### src/inc/lamora_pkg.sv
// shared constants and types of the far-address move, or and rotate datapath
package lamora_pkg;

  // ----------------------------------------------------------------
  // widths and field positions
  // ----------------------------------------------------------------
  localparam int unsigned DATA_W  = 8;
  localparam int unsigned TOP_BIT = 7;
  localparam int unsigned LOW_BIT = 0;

  // ----------------------------------------------------------------
  // reset values and the all-zero compare byte
  // ----------------------------------------------------------------
  localparam logic [7:0] ACC_RST   = 8'h00;
  localparam logic [7:0] WDATA_RST = 8'h00;
  localparam logic [7:0] ZERO_BYTE = 8'h00;
  localparam logic       ZF_RST    = 1'b0;
  localparam logic       CF_RST    = 1'b0;

  // ----------------------------------------------------------------
  // instruction selector
  // ----------------------------------------------------------------
  typedef enum logic [3:0] {
    OP_NONE,
    OP_FAR_MOVE_TO_ACC,
    OP_FAR_MOVE_TO_MEM,
    OP_FAR_OR_TO_ACCUMULATOR,
    OP_FAR_OR_TO_MEMORY,
    OP_FAR_ROTATE_LEFT,
    OP_FAR_ROTATE_LEFT_TO_ACCUMULATOR,
    OP_FAR_ROTATE_LEFT_THROUGH_CARRY,
    OP_FAR_ROTATE_LEFT_CARRY_TO_ACCUMULATOR
  } lamora_op_t;

  // result of one instruction, before it is registered
  typedef struct packed {
    logic [7:0] value;   // byte produced
    logic       to_acc;  // value goes to the accumulator
    logic       to_mem;  // value goes back to the memory byte
    logic       upd_z;   // zero flag follows the value
    logic       upd_c;   // carry takes c_new
    logic       c_new;   // new carry
  } lamora_res_t;

  // complete state of the datapath
  typedef struct packed {
    logic [7:0] acc;
    logic       zf;
    logic       cf;
    logic       mem_we;
    logic [7:0] mem_wdata;
    logic       done;
  } lamora_state_t;

endpackage

### src/verilog/lamora_calc.sv
// combinational result logic of the far-address move, or and rotate group
`timescale 1ns/1ns
`default_nettype none

module lamora_calc (
  input  wire lamora_pkg::lamora_op_t  op,      // instruction selector
  input  wire logic [7:0]              acc,     // current accumulator
  input  wire logic [7:0]              mem,     // addressed memory byte
  input  wire logic                    carry,   // current carry flag
  output var lamora_pkg::lamora_res_t  res      // result and its routing
);
  import lamora_pkg::*;

  logic [7:1] shifted;  // bits 7..1 of a left rotate
  logic [7:0] rot_plain;
  logic [7:0] rot_carry;

  // ----------------------------------------------------------------
  // left shift body, one stage per bit
  // ----------------------------------------------------------------
  genvar gi;
  generate
    for (gi = LOW_BIT; gi < TOP_BIT; gi = gi + 1) begin : g_shift
      assign shifted[gi+1] = mem[gi];
    end
  endgenerate

  // low bit differs: old top bit or old carry
  assign rot_plain = {shifted, mem[TOP_BIT]};  // RULE_05
  assign rot_carry = {shifted, carry};         // RULE_07

  // ----------------------------------------------------------------
  // routing per instruction; flags left alone unless named
  // ----------------------------------------------------------------
  always_comb begin
    res = '0;
    case (op)
      OP_FAR_MOVE_TO_ACC: begin
        res.value  = mem;  // RULE_01
        res.to_acc = 1'b1;
      end
      OP_FAR_MOVE_TO_MEM: begin
        res.value  = acc;  // RULE_02
        res.to_mem = 1'b1;
      end
      OP_FAR_OR_TO_ACCUMULATOR: begin
        res.value  = acc | mem;  // RULE_03
        res.to_acc = 1'b1;
        res.upd_z  = 1'b1;
      end
      OP_FAR_OR_TO_MEMORY: begin
        res.value  = acc | mem;  // RULE_04
        res.to_mem = 1'b1;
        res.upd_z  = 1'b1;
      end
      OP_FAR_ROTATE_LEFT: begin
        res.value  = rot_plain;  // RULE_05
        res.to_mem = 1'b1;
      end
      OP_FAR_ROTATE_LEFT_TO_ACCUMULATOR: begin
        res.value  = rot_plain;  // RULE_06
        res.to_acc = 1'b1;
      end
      OP_FAR_ROTATE_LEFT_THROUGH_CARRY: begin
        res.value  = rot_carry;  // RULE_07
        res.to_mem = 1'b1;
        res.upd_c  = 1'b1;
        res.c_new  = mem[TOP_BIT];
      end
      OP_FAR_ROTATE_LEFT_CARRY_TO_ACCUMULATOR: begin
        res.value  = rot_carry;  // RULE_08
        res.to_acc = 1'b1;
        res.upd_c  = 1'b1;
        res.c_new  = mem[TOP_BIT];
      end
      default: begin
        res = '0;
      end
    endcase
  end

endmodule

`default_nettype wire

### src/verilog/lamora_datapath.sv
// far-address move, or and rotate datapath with accumulator and flags
// Notes on behaviour
// RULE_01 - Move-to-accumulator loads the memory byte into the accumulator and keeps all flags.
// RULE_02 - Move-to-memory writes the accumulator into the memory byte and keeps all flags.
// RULE_03 - Or-to-accumulator puts accumulator or memory into the accumulator, touching only zero.
// RULE_04 - Or-to-memory writes accumulator or memory back to memory, touching only zero.
// RULE_05 - Plain left rotate moves bits up, old bit 7 into bit 0, writes memory, keeps flags.
// RULE_06 - Plain left rotate to accumulator puts that byte in the accumulator, memory and flags kept.
// RULE_07 - Carry left rotate fills bit 0 from carry, carry from old bit 7, writes memory.
// RULE_08 - Carry left rotate to accumulator does the same into the accumulator, memory kept.
// RULE_09 - Where zero is updated it is set for an all-zero result and cleared otherwise.
`timescale 1ns/1ns
`default_nettype none

module lamora_datapath (
  input  wire logic                   sys_clk,      // core clock, 25 MHz
  input  wire logic                   rst_n,        // async reset, low
  input  wire logic                   op_valid,     // execute op this cycle
  input  wire lamora_pkg::lamora_op_t op,           // instruction selector
  input  wire logic [7:0]             mem_rdata,    // addressed memory byte
  input  wire logic                   ext_wr_en,    // core loads acc/flags
  input  wire logic [7:0]             ext_acc,      // value for accumulator
  input  wire logic                   ext_carry,    // value for carry
  input  wire logic                   ext_zero,     // value for zero
  output logic [7:0]                  accumulator,  // accumulator register
  output logic                        zero_flag,    // zero flag register
  output logic                        carry_flag,   // carry flag register
  output logic                        mem_we,       // memory write pulse
  output logic [7:0]                  mem_wdata,    // memory write byte
  output logic                        op_done       // op retired pulse
);
  import lamora_pkg::*;

  lamora_state_t st_r;
  lamora_state_t st_nxt;
  lamora_res_t   res;

  // ----------------------------------------------------------------
  // result logic
  // ----------------------------------------------------------------
  lamora_calc u_calc (
    .op    (op),
    .acc   (st_r.acc),
    .mem   (mem_rdata),
    .carry (st_r.cf),
    .res   (res)
  );

  // ----------------------------------------------------------------
  // next state
  // ----------------------------------------------------------------
  // an op wins over a core load in the same cycle, so the op never sees
  // its operands change under it; the core must not do both at once
  always_comb begin
    st_nxt        = st_r;
    st_nxt.mem_we = 1'b0;
    st_nxt.done   = 1'b0;
    if (op_valid && (op != OP_NONE)) begin
      st_nxt.done = 1'b1;
      if (res.to_acc) begin
        st_nxt.acc = res.value;  // RULE_01
      end
      if (res.to_mem) begin
        st_nxt.mem_we    = 1'b1;  // RULE_02
        st_nxt.mem_wdata = res.value;
      end
      if (res.upd_z) begin
        st_nxt.zf = (res.value == ZERO_BYTE);  // RULE_09
      end
      if (res.upd_c) begin
        st_nxt.cf = res.c_new;  // RULE_07
      end
    end else if (ext_wr_en) begin
      st_nxt.acc = ext_acc;
      st_nxt.zf  = ext_zero;
      st_nxt.cf  = ext_carry;
    end
  end

  // ----------------------------------------------------------------
  // state register
  // ----------------------------------------------------------------
  always_ff @(posedge sys_clk or negedge rst_n) begin
    if (!rst_n) begin
      st_r.acc       <= ACC_RST;
      st_r.zf        <= ZF_RST;
      st_r.cf        <= CF_RST;
      st_r.mem_we    <= 1'b0;
      st_r.mem_wdata <= WDATA_RST;
      st_r.done      <= 1'b0;
    end else begin
      st_r <= st_nxt;
    end
  end

  // outputs straight from flip-flops
  assign accumulator = st_r.acc;
  assign zero_flag   = st_r.zf;
  assign carry_flag  = st_r.cf;
  assign mem_we      = st_r.mem_we;
  assign mem_wdata   = st_r.mem_wdata;
  assign op_done     = st_r.done;
endmodule

`default_nettype wire
### config.mk
export PLATFORM = sky130hd
export DESIGN_NAME = lamora_datapath
export DESIGN_NICKNAME = d
export VERILOG_FILES = /design/src/inc/lamora_pkg.sv /design/src/verilog/lamora_calc.sv /design/src/verilog/lamora_datapath.sv
export SDC_FILE = /design/constraint.sdc
export NUM_CORES = 1
export LEC_CHECK = 0
export ABC_AREA = 1
export BUFFER_PORTS_ARGS = -buffer_cell sky130_fd_sc_hd__buf_2
export CORE_UTILIZATION = 51
export CTS_BUF_LIST = sky130_fd_sc_hd__clkbuf_4 sky130_fd_sc_hd__clkbuf_8
export CTS_CLUSTER_DIAMETER = 80
export DETAILED_ROUTE_END_ITERATION = 16
export HOLD_SLACK_MARGIN = 0.15
export PLACE_DENSITY = 0.82
export SLEW_MARGIN = 20
export SYNTH_ARGS = -nofsm -noshare
export SYNTH_HDL_FRONTEND = slang
export SYNTH_HIERARCHICAL = 1
export SYNTH_SLANG_ARGS = --single-unit
### constraint.sdc
create_clock -name sys_clk -period 1.2 [get_ports sys_clk]
set_input_delay 0.24 -clock sys_clk [delete_from_list [all_inputs] [get_ports sys_clk]]
set_output_delay 0.24 -clock sys_clk [all_outputs]
set_load 0.01 [all_outputs]
==> results.ini, run 1 <==
[power]
p_leak_uw = 0.00120
p_total_uw = 2330
ir_drop_mv = 0.973
cellPowerDensity_nw_per_um2 = 1160

[global_routing]
grt_pass1_wl_um = 6800
grt_usage_pct = 34.7
overflow = 0
grt_pass1_vias = 1455
antenna_found_initial = 0
grt_start_max_net_pins = 21

[setup_path]
cp.arrival_ns = 1.58
cp.depth = 8
cp-start-kind = input pin
r2r_cells = 9
cp-end-kind = flop
path_delay_family = simple AND/OR/NAND/NOR gates
max_stage_delay_ns = 0.37
path_max_fanout = 8
slowest_stage = o211ai_1
cp.required_ns = 1.46
crit_buf_inv = 2
path_cells = buf_8 > nor2_4 > inv_2 > o211ai_1 > nand3_2 > nand2_4 > nand2_1 > nand2_1
crit_type = input pin to flop
crit_top_cell = nand2_1

[synthesis]
syn-num-nets = 219
postSynthAreaPerCell_um2 = 6.64
synth-seq-area-share_pct = 39.0
synth_cell_types = 19
syn_inst = 193
ys_warn_count = 6
synth_area_um2 = 1280
ys_ff_latch = 20

[sta]
tns_ns = -0.854
hold_viol_final = 0
drv_slew = 0
grt_setup_unrepaired = yes
fmax_mhz = 757
skew_ns = 0.0123
slew_headroom_pct = 69.7
finalSetupViolCount = 10
tightest_slew_ns = 0.455
layout_min_cycle_time_ns = 1.32
timing.final.ws_setup_ns = -0.121
finalCritPeriodShare_pct = 110

[clock_tree]
numClockSinks = 20
cts_tree = yes
numCtsBuffers = 3
clk_pin_slew_ns = 0.12
htreeDepth = 1
cts-root-buf = clkbuf_4
clock_path_buffers = 2
clock_latency_ns = 0.33

[cells_and_area]
fill_cells = 121
final_area_um2 = 2020
drive_gt1_share_pct = 50.7
diodes = 0
syn2layout_area_growth_pct = 57.2
utilization_pct = 87.7
nets = 297

[floorplanning]
fp-row-count = 17
die_w_um = 52.1
pin_count = 46
initial_utilization_pct = 55.8
die_h_um = 52.1
core_area_um2 = 2300
die_area_um2 = 2720

[detailed_routing]
firstDrtPassIters = 5
ant_nets = 0
detail_route.wl_per_cell_um = 18.3
vias_per_cell = 6.18
detailroute.via_count = 1842
drt_iter0_drc = 173
wirelength_um = 5460
drcViolationCount = 0

[run]
maxCapViolCount = 0

[status]
status = finished with violations
failed_checks = negative setup slack

[placed_design]
dp_hpwl_um = 2680
port_buffers = 45
gp_congestion = 0.888
pre_cts_ws_ns = -0.330
dpl_cell_area_um2 = 1730

[hold_path]
hold_class = input pin to flop
hold_depth = 5

cell usage after synthesis:
master | n | area (um^2)
nand2_1 | 105 | 394
nand3_1 | 29 | 145
dfrtp_1 | 20 | 500
nor2_1 | 9 | 33.8
nand2_2 | 6 | 37.5
inv_1 | 5 | 18.8
nand3_2 | 3 | 30.0
buf_2 | 2 | 10.0
buf_6 | 2 | 22.5
inv_2 | 2 | 7.51
nor2_2 | 2 | 12.5
a21boi_0 | 1 | 7.51
a21oi_4 | 1 | 16.3
clkinv_2 | 1 | 5.00
nand2_4 | 1 | 11.3
nand4_1 | 1 | 6.26
nor2_4 | 1 | 11.3
o211ai_1 | 1 | 7.51
o21ai_0 | 1 | 5.00
worst paths after layout:
check,from,to,slack (ns)
worst min-delay path,ext_acc[2],accumulator[2]$_DFFE_PN0P_,0.19
worst max register to register,accumulator[0]$_DFFE_PN0P_,zero_flag$_DFFE_PN0P_,-0.06
min in group asynchronous,rst_n,mem_wdata[0]$_DFFE_PN0P_,0.37
worst max-delay path,op[3],accumulator[1]$_DFFE_PN0P_,-0.12
worst min register to register,mem_wdata[5]$_DFFE_PN0P_,mem_wdata[5]$_DFFE_PN0P_,0.50
max in group asynchronous,rst_n,accumulator[6]$_DFFE_PN0P_,0.51
repair_timing:
action,in CTS,in global routing
hold buffers,1,0
pin swaps,13,17
hold endpoints to repair,20,0
setup endpoints to repair,2,11
gates resized for setup,33,29
cloned,0,1
setup buffers,0,2
cell usage in the layout, fill, tap and decap left out, drive strengths merged:
master / count
nor2: 12
nand4: 1
buf: 75
clkinv: 1
dfrtp: 20
a21boi: 1
bufinv: 1
nand2: 112
inv: 7
o211ai: 1
o21ai: 1
clkbuf: 3
dlygate4sd3: 1
nand3: 33
a21oi: 1
metal layers:
metal	share of wire (%)	GRT usage, %	up-vias	wire length, um
met5	0	0	-	0
met4	6.5	12.7	0	357
met3	12	4.09	52	633
met2	48	59.4	191	2650
met1	33	44.4	827	1820
li1	-	-	772	-
cells by family (layout without fill, tap and decap cells):
logic type | count (synthesis) | after routing | synth area share [%]
flops | 20 | 20 | 39.0
simple gates | 157 | 158 | 53.2
buf+inv | 12 | 88 | 4.98
compound gates | 4 | 4 | 2.83
metrics by stage:
step | instances | hold WS, ns
floorplan | 193 | -0.0556
global placement | 290 | 0.204
detailed placement | 290 | 0.209
CTS | 295 | 0.194
global route | 298 | 0.210
finish | 298 | 0.193
power by group:
group	switching (uW)	internal, uW
Sequential	85.0	785
Clock	254	338
Combinational	499	368
Total	838	1490
registers in the layout, summed over array words and instances (netlist names):
| name | cells |
|---|---|
| accumulator | 8 |
| carry_flag | 1 |
| mem_wdata | 8 |
| mem_we | 1 |
| op_done | 1 |
| zero_flag | 1 |
layout make-up:
type | instances | area (um^2) | area share (%)
Timing Repair Buffer | 76 | 500 | 24.8
Clock buffer | 3 | 22.5 | 1.12
Inverter | 8 | 36.3 | 1.80
Tap cell | 28 | 35.0 | 1.74
Multi-Input combinational cell | 162 | 891 | 44.2
Clock inverter | 1 | 30.0 | 1.49
Sequential cell | 20 | 500 | 24.8
tightest hold or removal path, cell delays in order:
cell and delay, ns:
buf_2 0.07, nand2_1 0.04, nand2_1 0.05, nand2_1 0.04, nand2_1 0.04
Note: power is estimated with default switching activity, not from simulation.
==> inputs of run 2 (changes only) <==
CORE_UTILIZATION = 49   (was 51)
CTS_BUF_LIST = default   (was sky130_fd_sc_hd__clkbuf_4 sky130_fd_sc_hd__clkbuf_8)
PLACE_DENSITY = 0.79   (was 0.82)
SKIP_LAST_GASP = 1   (was default)
==> run 2 against run 1 <==
The flow still finishes with violations (negative setup slack). Clock power fell by 3.5%. Power is 4.3% lower. Die area is 3.9% higher. Largest cell class unchanged. Critical endpoint is now accumulator[3]$_DFFE_PN0P_. Sequential cell count is the same.
==> results.ini, run 2 (same netlist as run 1, synthesis figures left out) <==
[clock_tree]
cts-root-buf = clkbuf_4
numCtsBuffers = 3  ; unchanged
clk_pin_slew_ns = 0.13  ; about the same
htreeDepth = 1  ; unchanged
numClockSinks = 20  ; unchanged
clock_latency_ns = 0.31  ; -0.02 ns
clock_path_buffers = 2  ; unchanged
cts_tree = yes

[status]
failed_checks = negative setup slack
status = finished with violations

[detailed_routing]
ant_nets = 0  ; unchanged
firstDrtPassIters = 4  ; -1
drcViolationCount = 0  ; unchanged
wl_met1_um = 1750  ; -4.3%
detail_route.wl_per_cell_um = 14.4  ; -21%
wl_met2_um = 2150  ; -19%
detailroute.via_count = 1605  ; -13%
wl_met3_um = 290  ; -54%
highest_layer = met4
vias_per_cell = 5.37  ; -13%
drt_iter0_drc = 77  ; -55%
wirelength_um = 4310  ; -21%

[cells_and_area]
layout_commonest_cell = nand2_1
final_cell_mix = nand2_1 (85), buf_2 (41), buf_4 (29)
nets = 296  ; -0.34%
syn2layout_area_growth_pct = 52.7
drive_gt1_share_pct = 48.0  ; -2.8 points
diodes = 0  ; unchanged
final_area_um2 = 1960  ; -2.9%

[sta]
grt_setup_unrepaired = yes
tns_ns = -0.507  ; +0.347 ns
finalSetupViolCount = 9  ; -1
tightest_slew_ns = 0.457  ; +0.00212 ns
hold_viol_final = 0  ; unchanged
slew_headroom_pct = 69.6  ; -0.14 points
timing.final.ws_setup_ns = -0.0691  ; +0.0518 ns
fmax_mhz = 788  ; +4.1%
layout_min_cycle_time_ns = 1.27  ; -0.0518 ns
drv_slew = 0  ; unchanged
skew_ns = 0.00532  ; -0.00695 ns
holdWs_ns = 0.205  ; +0.0127 ns
finalCritPeriodShare_pct = 106  ; -4.3 points

[floorplanning]
pin_count = 46  ; unchanged
die_area_um2 = 2830  ; +3.9%
initial_utilization_pct = 51.8  ; -4.1 points
die_h_um = 53.2  ; +1.9%
core_area_um2 = 2480  ; +7.8%
fp-row-count = 18  ; +1
die_w_um = 53.2  ; +1.9%

[placed_design]
dpl_cell_area_um2 = 1720  ; -0.72%
port_buffers = 45  ; unchanged
dp_hpwl_um = 2570  ; -3.9%
gp_congestion = 0.907  ; +2.2%

[setup_path]
reg2reg_slack_ns = -0.02  ; +0.04 ns
path_max_fanout = 8  ; unchanged
cp.arrival_ns = 1.53  ; -0.05 ns
cp-start-kind = input pin
worstSetupEndpoint = accumulator[3]$_DFFE_PN0P_
r2r-end = zero_flag$_DFFE_PN0P_
crit_type = input pin to flop
r2r_cells = 9  ; unchanged
crit_path_start = op[2]
cp.required_ns = 1.46  ; about the same
timing.rr.start = accumulator[6]$_DFFE_PN0P_
cp-end-kind = flop

[run]
maxCapViolCount = 0  ; unchanged

[power]
ir_drop_mv = 0.816  ; -16%
cellPowerDensity_nw_per_um2 = 1140  ; -1.5%
p_leak_uw = 0.00117  ; -2.7%

[hold_path]
hold_class = input pin to flop
hold_depth = 5  ; unchanged
worstHoldStart = ext_acc[7]

[global_routing]
antenna_found_initial = 0  ; unchanged
grt_start_max_net_pins = 21  ; unchanged
grt_usage_pct = 26.9  ; -7.8 points
grt_pass1_wl_um = 5480  ; -19%
overflow = 0  ; unchanged
grt_pass1_vias = 1269  ; -13%

==> run 2: cell types whose count changed in the layout (fill, tap and decap cells not counted), sizes merged <==
cell  change
buf       -1
==> run 2: worst min path at each step <==
stage / end
floorplan: accumulator[0]$_DFFE_PN0P_
global placement: op_done$_DFF_PN0_
detailed placement: op_done$_DFF_PN0_
CTS: accumulator[6]$_DFFE_PN0P_
global route: accumulator[7]$_DFFE_PN0P_
finish: accumulator[7]$_DFFE_PN0P_
==> run 2: critical path, cell delays in order <==
cell and delay [ns]:
buf_8 0.08, inv_4 0.03, nor2_4 0.21, inv_2 0.07, o211ai_1 0.34, nand3_2 0.24
nand2_4 0.19, nand2_1 0.07, nand2_1 0.06
==> run 2: layout make-up <==
type	instances	area, um^2
clock buffers	3	22.5
fillers	185	519
repair buffers	75	490
flip-flops and latches	20	500
clock inverters	1	30.0
well taps	30	37.5
multi-input cells	162	841
inverters	8	36.3
==> run 2: report_power, final <==
part           internal (uW)  switching (uW)
logic                    357             438
registers                785            76.4
clock network            338             234
total                   1480             748
==> run 2: timing repair <==
item	4_1_cts	5_1_grt
gates resized for setup	3	48
endpoints found under the hold margin	20	0
pin swaps	0	23
gates cloned	0	1
buffers inserted	0	3
setup endpoints to repair	1	9
hold buffers	1	0
==> run 2: per-layer routing <==
metal / vias up / track usage, %
met5: - / 0
met4: 0 / 6.58
met3: 17 / 3.74
met2: 87 / 45.4
met1: 731 / 35.7
li1: 770 / -
==> run 2: metrics by stage <==
| step | std cells | setup slack [ns] | total power (uW) | util (%) |
|---|---|---|---|---|
| 2_1_floorplan | 193 | 0.00388 | 1210 | - |
| 3_3_place_gp | 290 | -0.305 | 1530 | 69.4 |
| 3_5_place_dp | 290 | -0.370 | 1550 | 69.4 |
| 4_1_cts | 295 | 0.00651 | 2110 | 72.6 |
| 5_1_grt | 299 | -0.154 | 2350 | 79.0 |
| 6_report | 299 | -0.0691 | 2230 | 79.0 |
